### config.mk
export PLATFORM = sky130hd
export DESIGN_NAME = traffic_gen_check
export DESIGN_NICKNAME = d
export VERILOG_FILES = /design/src/traffic_pkg.sv /design/src/stream_if.sv /design/src/addr_swap.sv /design/src/traffic_gen_check.sv
export SDC_FILE = /design/constraint.sdc
export NUM_CORES = 1
export LEC_CHECK = 0
export ABC_AREA = 1
export BUFFER_PORTS_ARGS = -buffer_cell sky130_fd_sc_hd__buf_4
export CAP_MARGIN = 0
export CELL_PAD_IN_SITES_DETAIL_PLACEMENT = 1
export CELL_PAD_IN_SITES_GLOBAL_PLACEMENT = 2
export CORE_UTILIZATION = 39
export DETAILED_ROUTE_END_ITERATION = 8
export PLACE_DENSITY_LB_ADDON = 0.08
export REMOVE_ABC_BUFFERS = 1
export SLEW_MARGIN = 20
export SYNTH_ARGS = -nofsm -noshare
export SYNTH_HDL_FRONTEND = slang
export SYNTH_SLANG_ARGS = --single-unit
### constraint.sdc
create_clock -name clk_in -period 10.91 [get_ports clk_in]
set_input_delay 1.091 -clock clk_in [delete_from_list [all_inputs] [get_ports clk_in]]
set_output_delay 1.091 -clock clk_in [all_outputs]
set_load 0.01 [all_outputs]
### src/traffic_pkg.sv
package traffic_pkg;
    localparam int PRE_BYTES = 8;
    localparam int DA_BYTES = 6;
    localparam int ADDR_BYTES = 12;
    localparam int VLAN_BYTES = 4;
    localparam int TL_BYTES = 2;
    localparam int BASE_HDR = 14;
    localparam logic [15:0] MIN_SIZE_DEF = 16'h0040;
    localparam logic [15:0] MAX_SIZE_DEF = 16'h05dc;
    localparam logic [63:0] PRE_DEF = 64'h5555_5555_5555_55d5;
    // address and tag defaults are arbitrary values
    localparam logic [47:0] DA_DEF = 48'h0200_0000_0001;
    localparam logic [47:0] SA_DEF = 48'h0200_0000_0002;
    localparam logic [31:0] VLAN_DEF = 32'h8100_0001;
    localparam logic [7:0] IFG_CYCLES = 8'h0c;
    localparam logic [7:0] THROTTLE_PERIOD = 8'h3f;
    localparam int CTL_W = 7;
    localparam int CTL_GEN = 0;
    localparam int CTL_SWAP = 1;
    localparam int CTL_CHECK = 2;
    localparam int CTL_ERR = 3;
    localparam int CTL_PRE = 4;
    localparam int CTL_VLAN = 5;
    localparam int CTL_CLR = 6;
    typedef enum logic [0:0] {G_IDLE, G_SEND} gen_state_t;
    typedef enum logic [1:0] {C_HUNT, C_CAPTURE, C_CHECK} chk_state_t;
    typedef enum logic [1:0] {S_IDLE, S_FILL, S_SEND, S_PASS} swap_state_t;
endpackage

### src/stream_if.sv
`timescale 1ns/10ps
`default_nettype none
interface stream_if;
    logic [7:0] tdata;
    logic tvalid;
    logic tlast;
    logic tready;
    modport src (output tdata, output tvalid, output tlast, input tready);
    modport snk (input tdata, input tvalid, input tlast, output tready);
endinterface
`default_nettype wire

### src/addr_swap.sv
`timescale 1ns/10ps
`default_nettype none
module addr_swap (
    input wire logic clk_in,
    input wire logic rst_in,
    input wire logic ce_in,
    input wire logic enable_in,
    stream_if.snk in_s,
    stream_if.src out_s
);
    typedef struct packed {
        traffic_pkg::swap_state_t st;
        logic [11:0][7:0] hold;
        logic [3:0] cnt;
        logic [3:0] len;
        logic short_f;
    } swap_reg_t;

    swap_reg_t r;
    swap_reg_t n;
    logic [3:0] rd;

    always_comb begin
        n = r;
        rd = r.cnt;
        in_s.tready = 1'b0;
        out_s.tvalid = 1'b0;
        out_s.tdata = in_s.tdata;
        out_s.tlast = in_s.tlast;
        unique case (r.st)
            traffic_pkg::S_IDLE, traffic_pkg::S_FILL: begin
                if (r.st == traffic_pkg::S_IDLE && !enable_in) begin
                    // bypass: fields pass untouched
                    in_s.tready = out_s.tready;
                    out_s.tvalid = in_s.tvalid;
                    if (in_s.tvalid && out_s.tready && !in_s.tlast) begin
                        n.st = traffic_pkg::S_PASS;
                    end
                end else begin
                    // collect both address fields before sending
                    in_s.tready = 1'b1;
                    if (in_s.tvalid) begin
                        n.hold[r.cnt] = in_s.tdata;
                        n.cnt = r.cnt + 4'h1;
                        n.st = traffic_pkg::S_FILL;
                        if (in_s.tlast || r.cnt == 4'(traffic_pkg::ADDR_BYTES - 1)) begin
                            n.st = traffic_pkg::S_SEND;
                            n.len = r.cnt + 4'h1;
                            n.short_f = in_s.tlast;
                            n.cnt = 4'h0;
                        end
                    end
                end
            end
            traffic_pkg::S_SEND: begin
                if (r.len == 4'(traffic_pkg::ADDR_BYTES)) begin
                    rd = (r.cnt < 4'(traffic_pkg::DA_BYTES)) ? r.cnt + 4'(traffic_pkg::DA_BYTES)
                        : r.cnt - 4'(traffic_pkg::DA_BYTES);
                end
                out_s.tvalid = 1'b1;
                out_s.tdata = r.hold[rd];
                out_s.tlast = r.short_f && (r.cnt == r.len - 4'h1);
                if (out_s.tready) begin
                    n.cnt = r.cnt + 4'h1;
                    if (r.cnt == r.len - 4'h1) begin
                        n.cnt = 4'h0;
                        n.st = r.short_f ? traffic_pkg::S_IDLE : traffic_pkg::S_PASS;
                    end
                end
            end
            traffic_pkg::S_PASS: begin
                in_s.tready = out_s.tready;
                out_s.tvalid = in_s.tvalid;
                if (in_s.tvalid && out_s.tready && in_s.tlast) begin
                    n.st = traffic_pkg::S_IDLE;
                end
            end
        endcase
    end

    always_ff @(posedge clk_in) begin
        if (rst_in) begin
            r <= '0;
        end else if (ce_in) begin
            r <= n;
        end
    end
endmodule
`default_nettype wire

### src/traffic_gen_check.sv
`timescale 1ns/10ps
`default_nettype none
module traffic_gen_check #(
    parameter logic [15:0] MIN_SIZE = traffic_pkg::MIN_SIZE_DEF,
    parameter logic [15:0] MAX_SIZE = traffic_pkg::MAX_SIZE_DEF,
    parameter logic [47:0] DA = traffic_pkg::DA_DEF,
    parameter logic [47:0] SA = traffic_pkg::SA_DEF,
    parameter logic [63:0] PRE = traffic_pkg::PRE_DEF,
    parameter logic [31:0] VLAN = traffic_pkg::VLAN_DEF
) (
    input wire logic clk_in,
    input wire logic rst_in,
    input wire logic ce_in,
    input wire logic gen_enable_in,
    input wire logic swap_enable_in,
    input wire logic check_enable_in,
    input wire logic insert_error_in,
    input wire logic preamble_enable_in,
    input wire logic vlan_enable_in,
    input wire logic clear_mismatch_in,
    input wire logic [7:0] rx_tdata_in,
    input wire logic rx_tvalid_in,
    input wire logic rx_tlast_in,
    output logic rx_tready_out,
    output logic [7:0] tx_tdata_out,
    output logic tx_tvalid_out,
    output logic tx_tlast_out,
    input wire logic tx_tready_in,
    output logic gen_activity_out,
    output logic check_activity_out,
    output logic mismatch_out,
    output logic byte_error_out
);
    generate
        if (MAX_SIZE < MIN_SIZE ||
            MIN_SIZE <= 16'(traffic_pkg::BASE_HDR + traffic_pkg::VLAN_BYTES)) begin : g_bad
            $error("frame size range not supported");
        end
    endgenerate

    ////////////////////////////////////////////////////////////////////////////////
    // state

    typedef struct packed {
        logic [6:0] s1;
        logic [6:0] s2;
        logic [6:0] s3;
        logic [6:0] ctl;
        logic err_prev;
        logic mode_gen;
        logic rx_in_frame;
        logic loop_drop;
        logic sw_in_frame;
        logic rx_ready;
        logic [1:0][8:0] q;
        logic q_head;
        logic [1:0] q_cnt;
        traffic_pkg::gen_state_t g_st;
        logic [15:0] g_pos;
        logic [15:0] g_size;
        logic g_pre;
        logic g_vlan;
        logic g_corrupt;
        logic g_err_pend;
        logic [7:0] g_gap;
        logic [7:0] g_thr;
        logic g_act;
        traffic_pkg::chk_state_t c_st;
        logic [15:0] c_pos;
        logic [15:0] c_size;
        logic [15:0] c_tl;
        logic c_act;
        logic mismatch;
        logic byte_err;
        logic tx_v;
        logic [7:0] tx_d;
        logic tx_l;
    } state_t;

    state_t r;
    state_t n;

    ////////////////////////////////////////////////////////////////////////////////
    // frame pattern

    // returns {address flag, other address byte, expected byte}
    function automatic logic [16:0] byte_at(
        input logic [15:0] pos,
        input logic [15:0] size,
        input logic pre,
        input logic vlan
    );
        logic [15:0] p0;
        logic [15:0] pv;
        logic [15:0] pt;
        logic [15:0] k;
        logic [15:0] tl;
        logic [16:0] res;
        p0 = pre ? 16'(traffic_pkg::PRE_BYTES) : 16'h0000;
        pv = p0 + 16'(traffic_pkg::ADDR_BYTES) + (vlan ? 16'(traffic_pkg::VLAN_BYTES) : 16'h0000);
        pt = pv + 16'(traffic_pkg::TL_BYTES);
        tl = size - 16'(traffic_pkg::BASE_HDR)
            - (vlan ? 16'(traffic_pkg::VLAN_BYTES) : 16'h0000);
        res = '0;
        if (pos < p0) begin
            res[7:0] = 8'(PRE >> (16'h0008 * (16'h0007 - pos)));
        end else if (pos < p0 + 16'(traffic_pkg::DA_BYTES)) begin
            k = pos - p0;
            res[7:0] = 8'(DA >> (16'h0008 * (16'h0005 - k)));
            res[15:8] = 8'(SA >> (16'h0008 * (16'h0005 - k)));
            res[16] = 1'b1;
        end else if (pos < p0 + 16'(traffic_pkg::ADDR_BYTES)) begin
            k = pos - p0 - 16'(traffic_pkg::DA_BYTES);
            res[7:0] = 8'(SA >> (16'h0008 * (16'h0005 - k)));
            res[15:8] = 8'(DA >> (16'h0008 * (16'h0005 - k)));
            res[16] = 1'b1;
        end else if (pos < pv) begin
            k = pos - p0 - 16'(traffic_pkg::ADDR_BYTES);
            res[7:0] = 8'(VLAN >> (16'h0008 * (16'h0003 - k)));
        end else if (pos == pv) begin
            res[7:0] = tl[15:8];
        end else if (pos < pt) begin
            res[7:0] = tl[7:0];
        end else begin
            res[7:0] = tl[7:0] - 8'(pos - pt);
        end
        return res;
    endfunction

    function automatic logic [15:0] step(input logic [15:0] s);
        return (s >= MAX_SIZE) ? MIN_SIZE : s + 16'h0001;
    endfunction

    ////////////////////////////////////////////////////////////////////////////////
    // datapath helpers

    stream_if sw_in ();
    stream_if sw_out ();

    logic [6:0] agree;
    logic rx_beat;
    logic [16:0] gb;
    logic [16:0] cb;
    logic [15:0] g_total;
    logic [15:0] c_total;
    logic [15:0] tl_pos;
    logic g_last;
    logic g_valid;
    logic [7:0] g_data;
    logic c_last;
    logic c_err;

    assign agree = ~(r.s2 ^ r.s3);
    assign rx_beat = rx_tvalid_in & r.rx_ready;
    assign gb = byte_at(r.g_pos, r.g_size, r.g_pre, r.g_vlan);
    assign cb = byte_at(r.c_pos, r.c_size, r.ctl[traffic_pkg::CTL_PRE],
                        r.ctl[traffic_pkg::CTL_VLAN]);
    assign g_total = r.g_size + (r.g_pre ? 16'(traffic_pkg::PRE_BYTES) : 16'h0000);
    assign c_total = r.c_size
        + (r.ctl[traffic_pkg::CTL_PRE] ? 16'(traffic_pkg::PRE_BYTES) : 16'h0000);
    assign tl_pos = (r.ctl[traffic_pkg::CTL_PRE] ? 16'(traffic_pkg::PRE_BYTES) : 16'h0000)
        + 16'(traffic_pkg::ADDR_BYTES)
        + (r.ctl[traffic_pkg::CTL_VLAN] ? 16'(traffic_pkg::VLAN_BYTES) : 16'h0000);
    assign g_last = (r.g_pos == g_total - 16'h0001);
    // one idle cycle in every throttle period
    assign g_valid = (r.g_st == traffic_pkg::G_SEND)
        && (r.g_thr != traffic_pkg::THROTTLE_PERIOD);
    assign g_data = gb[7:0] ^ ((r.g_corrupt && g_last) ? 8'hff : 8'h00);
    assign c_last = (r.c_pos == c_total - 16'h0001);
    // either address value is accepted in either address position
    assign c_err = ((rx_tdata_in != cb[7:0]) && !(cb[16] && rx_tdata_in == cb[15:8]))
        || (rx_tlast_in != c_last);

    // source select into the exchanger
    assign sw_in.tvalid = r.mode_gen ? g_valid : (r.q_cnt != 2'h0);
    assign sw_in.tdata = r.mode_gen ? g_data : r.q[r.q_head][7:0];
    assign sw_in.tlast = r.mode_gen ? g_last : r.q[r.q_head][8];
    assign sw_out.tready = !r.tx_v || tx_tready_in;

    addr_swap u_swap (
        .clk_in(clk_in),
        .rst_in(rst_in),
        .ce_in(ce_in),
        .enable_in(r.ctl[traffic_pkg::CTL_SWAP]),
        .in_s(sw_in),
        .out_s(sw_out)
    );

    ////////////////////////////////////////////////////////////////////////////////
    // next state

    logic enq;
    logic drain;
    logic g_take;

    always_comb begin
        n = r;
        n.byte_err = 1'b0;
        // control pins: three stages, accept when last two agree
        n.s1 = {clear_mismatch_in, vlan_enable_in, preamble_enable_in, insert_error_in,
                check_enable_in, swap_enable_in, gen_enable_in};
        n.s2 = r.s1;
        n.s3 = r.s2;
        n.ctl = (r.ctl & ~agree) | (r.s3 & agree);
        n.err_prev = r.ctl[traffic_pkg::CTL_ERR];

        // receive framing and loopback queue
        if (rx_beat) begin
            n.rx_in_frame = !rx_tlast_in;
        end
        enq = rx_beat && !r.mode_gen && !r.loop_drop;
        drain = !r.mode_gen && (r.q_cnt != 2'h0) && sw_in.tready;
        if (rx_beat && r.loop_drop && rx_tlast_in) begin
            n.loop_drop = 1'b0;
        end
        if (enq) begin
            n.q[r.q_head ^ r.q_cnt[0]] = {rx_tlast_in, rx_tdata_in};
        end
        if (drain) begin
            n.q_head = !r.q_head;
        end
        n.q_cnt = r.q_cnt + {1'b0, enq} - {1'b0, drain};
        if (sw_in.tvalid && sw_in.tready) begin
            n.sw_in_frame = !sw_in.tlast;
        end

        // generator
        g_take = r.mode_gen && g_valid && sw_in.tready;
        unique case (r.g_st)
            traffic_pkg::G_IDLE: begin
                if (!r.mode_gen) begin
                    n.g_size = MIN_SIZE;
                end
                if (r.g_gap != 8'h00) begin
                    n.g_gap = r.g_gap - 8'h01;
                end else if (r.mode_gen && r.ctl[traffic_pkg::CTL_GEN]) begin
                    n.g_st = traffic_pkg::G_SEND;
                    n.g_pos = 16'h0000;
                    n.g_thr = 8'h00;
                    n.g_pre = r.ctl[traffic_pkg::CTL_PRE];
                    n.g_vlan = r.ctl[traffic_pkg::CTL_VLAN];
                    n.g_corrupt = r.g_err_pend;
                    n.g_err_pend = 1'b0;
                end
            end
            traffic_pkg::G_SEND: begin
                n.g_thr = (r.g_thr == traffic_pkg::THROTTLE_PERIOD) ? 8'h00
                    : r.g_thr + 8'h01;
                if (g_take) begin
                    n.g_pos = r.g_pos + 16'h0001;
                    if (g_last) begin
                        n.g_st = traffic_pkg::G_IDLE;
                        n.g_gap = traffic_pkg::IFG_CYCLES;
                        n.g_act = !r.g_act;
                        n.g_size = step(r.g_size);
                    end
                end
            end
        endcase
        // request edge wins over consumption
        if (r.ctl[traffic_pkg::CTL_ERR] && !r.err_prev) begin
            n.g_err_pend = 1'b1;
        end

        // mode change only between frames
        if (!n.sw_in_frame && n.g_st == traffic_pkg::G_IDLE
            && r.mode_gen != r.ctl[traffic_pkg::CTL_GEN]) begin
            n.mode_gen = r.ctl[traffic_pkg::CTL_GEN];
            if (n.mode_gen) begin
                n.q_cnt = 2'h0;
            end else begin
                n.loop_drop = n.rx_in_frame;
            end
        end
        n.rx_ready = n.mode_gen || n.loop_drop || (n.q_cnt != 2'h2);

        // verifier
        if (r.ctl[traffic_pkg::CTL_CLR]) begin
            n.mismatch = 1'b0;
        end
        if (!r.ctl[traffic_pkg::CTL_CHECK]) begin
            n.c_st = traffic_pkg::C_HUNT;
            n.c_pos = 16'h0000;
        end else begin
            unique case (r.c_st)
                traffic_pkg::C_HUNT: begin
                    if ((rx_beat && rx_tlast_in) || (!rx_beat && !r.rx_in_frame)) begin
                        n.c_st = traffic_pkg::C_CAPTURE;
                        n.c_pos = 16'h0000;
                    end
                end
                traffic_pkg::C_CAPTURE: begin
                    if (rx_beat) begin
                        n.c_pos = r.c_pos + 16'h0001;
                        if (r.c_pos == tl_pos) begin
                            n.c_tl[15:8] = rx_tdata_in;
                        end
                        if (r.c_pos == tl_pos + 16'h0001) begin
                            n.c_tl[7:0] = rx_tdata_in;
                        end
                        if (rx_tlast_in) begin
                            n.c_st = traffic_pkg::C_CHECK;
                            n.c_pos = 16'h0000;
                            n.c_size = step(n.c_tl + 16'(traffic_pkg::BASE_HDR)
                                + (r.ctl[traffic_pkg::CTL_VLAN]
                                ? 16'(traffic_pkg::VLAN_BYTES) : 16'h0000));
                        end
                    end
                end
                traffic_pkg::C_CHECK: begin
                    if (rx_beat) begin
                        n.c_pos = r.c_pos + 16'h0001;
                        if (c_err) begin
                            n.mismatch = 1'b1;
                            n.byte_err = 1'b1;
                            n.c_pos = 16'h0000;
                            n.c_st = rx_tlast_in ? traffic_pkg::C_CAPTURE
                                : traffic_pkg::C_HUNT;
                        end else if (rx_tlast_in) begin
                            n.c_act = !r.c_act;
                            n.c_pos = 16'h0000;
                            n.c_size = step(r.c_size);
                        end
                    end
                end
                default: begin
                    n.c_st = traffic_pkg::C_HUNT;
                end
            endcase
        end

        // transmit output stage
        if (sw_out.tready) begin
            n.tx_v = sw_out.tvalid;
            n.tx_d = sw_out.tdata;
            n.tx_l = sw_out.tlast;
        end
    end

    always_ff @(posedge clk_in) begin
        if (rst_in) begin
            r <= '0;
        end else if (ce_in) begin
            r <= n;
        end
    end

    ////////////////////////////////////////////////////////////////////////////////
    // outputs

    assign rx_tready_out = r.rx_ready;
    assign tx_tdata_out = r.tx_d;
    assign tx_tvalid_out = r.tx_v;
    assign tx_tlast_out = r.tx_l;
    assign gen_activity_out = r.g_act;
    assign check_activity_out = r.c_act;
    assign mismatch_out = r.mismatch;
    assign byte_error_out = r.byte_err;
endmodule
`default_nettype wire

==> flow_results.xml <==
<?xml version="1.0" encoding="UTF-8"?>
<metrics>
  <group name="clock_network">
    <metric name="clk-insertion-delay-late" unit="ns">0.58</metric>
    <metric name="clock_path_buffers" unit="">3</metric>
    <metric name="post_cts_resize_count" unit="">0</metric>
    <metric name="cts.reportedPaths.clkPinSlew" unit="ns">0.05</metric>
    <metric name="cts.htree.levels" unit="">2</metric>
    <metric name="cts_tree" unit="">built</metric>
    <metric name="cts.repair_timing.setup_buffer_count" unit="">0</metric>
    <metric name="cts_made_buffers" unit="">37</metric>
    <metric name="cts-hold-fix-buffers" unit="">0</metric>
    <metric name="root_buffer" unit="">sky130_fd_sc_hd__clkbuf_16</metric>
    <metric name="tritoncts_num_sinks" unit="">279</metric>
  </group>
  <group name="global_routing">
    <metric name="grt_pass1_vias" unit="">22700</metric>
    <metric name="grt_overflow" unit="">0</metric>
    <metric name="antenna_violations_before_repair" unit="">1</metric>
    <metric name="track_usage" unit="%">25.7</metric>
    <metric name="global_route_wire_length_before_repair" unit="um">122000</metric>
    <metric name="maximum_number_of_pins_on_one_net_before_global_route_repair" unit="">103</metric>
  </group>
  <group name="synthesis">
    <metric name="yosys.cell_types.count" unit="">68</metric>
    <metric name="postSynth.asyncResetShare" unit="%">0</metric>
    <metric name="avg_synthesized_cell_area" unit="um2">6.57</metric>
    <metric name="number_of_synthesized_flops_with_an_enable_pin" unit="">0</metric>
    <metric name="synth_seq_area_share" unit="%">24.9</metric>
    <metric name="post_synth_instance_area" unit="mm2">0.0224</metric>
    <metric name="postSynthCellCount" unit="">3413</metric>
    <metric name="yosys_warnings" unit="">0</metric>
    <metric name="postSynthRegisterBits" unit="">279</metric>
    <metric name="postSynth.topFlopCell" unit="">sky130_fd_sc_hd__dfxtp_1</metric>
  </group>
  <group name="flow_run">
    <metric name="drv_cap" unit="">0</metric>
  </group>
  <group name="cells_and_area">
    <metric name="num-nets-final" unit="">3586</metric>
    <metric name="final_design_area_no_fill" unit="mm2">0.0244</metric>
    <metric name="most-common-layout-cells" unit="">sky130_fd_sc_hd__nand2_1, sky130_fd_sc_hd__inv_1, sky130_fd_sc_hd__o21ai_0, sky130_fd_sc_hd__a21oi_1, sky130_fd_sc_hd__nor2_1</metric>
    <metric name="layout_commonest_cell" unit="">sky130_fd_sc_hd__nand2_1</metric>
    <metric name="n_antenna_cell" unit="">0</metric>
    <metric name="drive_above_1_share" unit="%">7.53</metric>
    <metric name="layout-area-overhead-vs-synth" unit="%">8.90</metric>
  </group>
  <group name="route">
    <metric name="routed_wire_length_per_instance" unit="um">18.2</metric>
    <metric name="vias" unit="">22000</metric>
    <metric name="ant_nets" unit="">0</metric>
    <metric name="avgViaCountPerCell" unit="">5.29</metric>
    <metric name="wl_met3" unit="um">2010</metric>
    <metric name="top_signal_layer_used" unit="">met5</metric>
    <metric name="detailroute.wirelength.met2" unit="um">36200</metric>
    <metric name="drt-initial-drc-count" unit="">1092</metric>
    <metric name="remaining_drc_errors" unit="">0</metric>
    <metric name="wirelength_met1" unit="um">34600</metric>
    <metric name="drt_pre_antenna_iters" unit="">5</metric>
    <metric name="finalWirelength" unit="um">75600</metric>
  </group>
  <group name="worst_setup_path">
    <metric name="worst_path_most_repeated_cell" unit="">sky130_fd_sc_hd__nand2_1</metric>
    <metric name="critical_path_peak_fanout" unit="">31</metric>
    <metric name="critPathSlowestCell" unit="">sky130_fd_sc_hd__fa_1</metric>
    <metric name="cp-end-kind" unit="">register</metric>
    <metric name="worst_ep_required_time" unit="ns">11.41</metric>
    <metric name="crit_path_start_kind" unit="">register</metric>
    <metric name="critical-path-max-stage-delay" unit="ns">0.50</metric>
    <metric name="timing.critical_path.arrival" unit="ns">5.85</metric>
    <metric name="worst-setup-path-type" unit="">reg -&gt; reg</metric>
  </group>
  <group name="hold_path">
    <metric name="worstHoldPathType" unit="">reg -&gt; reg</metric>
  </group>
  <group name="timing">
    <metric name="worstMarginPinSlew" unit="ns">0.996</metric>
    <metric name="fmax" unit="MHz">187</metric>
    <metric name="total_negative_slack" unit="ns">0</metric>
    <metric name="fin_worst_skew" unit="ns">0.0227</metric>
    <metric name="setup_viol_count_final" unit="">0</metric>
    <metric name="period_minus_ws_final" unit="ns">5.35</metric>
    <metric name="report.final.slew_viol_count" unit="">0</metric>
    <metric name="post-route-period-util" unit="%">49.1</metric>
    <metric name="final_hold_viol_count" unit="">0</metric>
    <metric name="timing.max_slew.rel_slack" unit="%">33.6</metric>
    <metric name="rsz0062_at_grt" unit="">no</metric>
  </group>
  <group name="status">
    <metric name="status" unit="">complete, no violations</metric>
  </group>
  <group name="floorplan">
    <metric name="chipWidth" unit="um">242</metric>
    <metric name="die_area" unit="mm2">0.0584</metric>
    <metric name="initial_core_util" unit="%">39.6</metric>
    <metric name="rows" unit="">87</metric>
    <metric name="io_pins" unit="">36</metric>
    <metric name="height_of_the_die" unit="um">242</metric>
    <metric name="design.core.area" unit="mm2">0.0566</metric>
  </group>
  <group name="placed_design">
    <metric name="placement.io_buffers" unit="">35</metric>
    <metric name="routabilityCongestion" unit="">0.893</metric>
    <metric name="detailed_place.area" unit="mm2">0.0231</metric>
    <metric name="post-dp-hpwl" unit="um">57700</metric>
  </group>
  <group name="pwr">
    <metric name="p_leak" unit="nW">11.5</metric>
    <metric name="vdd.ir_drop.worst" unit="V">0.0000962</metric>
    <metric name="p_per_area" unit="mW/mm2">117</metric>
  </group>
</metrics>
power breakdown:
group	internal [mW]	switching [mW]	leakage, nW	total (mW)
combinational	0.138	0.300	8.63	0.438
clock	0.814	0.515	0.631	1.33
sequential	1.06	0.0352	2.26	1.09
flip-flops by register name (all words and copies together) (netlist names), named ones only:
register / flops
byte_error_out: 1
check_activity_out: 1
gen_activity_out: 1
mismatch_out: 1
n: 14
r: 136
rx_tready_out: 1
tx_tdata_out: 8
tx_tlast_out: 1
tx_tvalid_out: 1
u_swap.r: 107
stage by stage:
stage | util (%) | worst slack [ns] | hold WS, ns | power [mW] | cells
detailed placement | 40.8 | 5.60 | 0.457 | 1.55 | 4090
global placement | 40.8 | 5.76 | 0.439 | 1.54 | 4090
finish | 43.1 | 5.56 | 0.458 | 2.86 | 4154
floorplan | - | 6.45 | 0.426 | 1.39 | 3286
global route | 43.1 | 5.06 | 0.496 | 2.99 | 4154
CTS | 43.1 | 5.57 | 0.466 | 2.90 | 4154
synthesized netlist by cell type (all sizes together), types with 4 or more instances:
master / n / area share, %
o21ai: 390 / 9.0
o211ai: 25 / 0.84
nor2: 322 / 6.2
nand3b: 4 / 0.13
nor4: 17 / 0.47
o2111ai: 5 / 0.20
a21oi: 333 / 7.7
dfxtp: 279 / 25
and2: 8 / 0.22
a211oi: 11 / 0.37
nand3: 185 / 4.5
o21bai: 7 / 0.25
buf: 37 / 1.3
nand4: 53 / 1.5
clkbuf: 90 / 1.5
xnor2: 26 / 1.0
mux2i: 8 / 0.36
nor3b: 14 / 0.49
o22ai: 5 / 0.14
clkinv: 8 / 0.14
or2: 14 / 0.39
ha: 179 / 10
xor2: 100 / 4.0
nor3: 49 / 1.3
a21boi: 4 / 0.13
nand2: 628 / 11
inv: 569 / 9.5
a31oi: 10 / 0.28
fa: 13 / 1.2
per-layer routing:
layer / vias to the layer above / global-route usage, %
met1: 10600 / 32.3
met5: - / 0
met2: 278 / 44.8
met4: 2 / 9.62
li1: 10900 / -
met3: 135 / 2.97
cell type report:
cell class                      instances  area, um2
Fill cell                            7423      32200
Multi-Input combinational cell       2430      14000
Sequential cell                       279       5590
Inverter                              577       2170
Clock buffer                           52       1040
Tap cell                              756        946
Timing Repair Buffer                   48        360
Clock inverter                         12        264
cells by family after synthesis:
| family | Yosys count | synth area share, % |
|---|---|---|
| fa+ha+maj | 192 | 11.2 |
| buf+inv | 704 | 12.5 |
| xor+xnor | 127 | 5.16 |
| simple gates | 1300 | 26.5 |
| compound gates | 803 | 19.4 |
| flops | 279 | 24.9 |
| mux | 8 | 0.357 |
worst paths after layout:
| kind | from | to | slack [ns] | cells past startpoint |
|---|---|---|---|---|
| worst max-delay path | register | r[29] | 5.56 | 31 |
| worst min-delay path | r[141] | r[141] | 0.46 | 2 |
| worst max register to register | register | r[29] | 5.56 | 31 |
| worst min register to register | r[141] | r[141] | 0.46 | 2 |
critical path: cells and delay by family, from the launching register on:
family | cells | cell delay [ns]
compound gates | 2 | 0.30
flops | 1 | 0.47
buf+inv | 4 | 0.39
simple gates | 21 | 2.71
fa+ha+maj | 4 | 1.41
(Power assumes the default switching activity.)
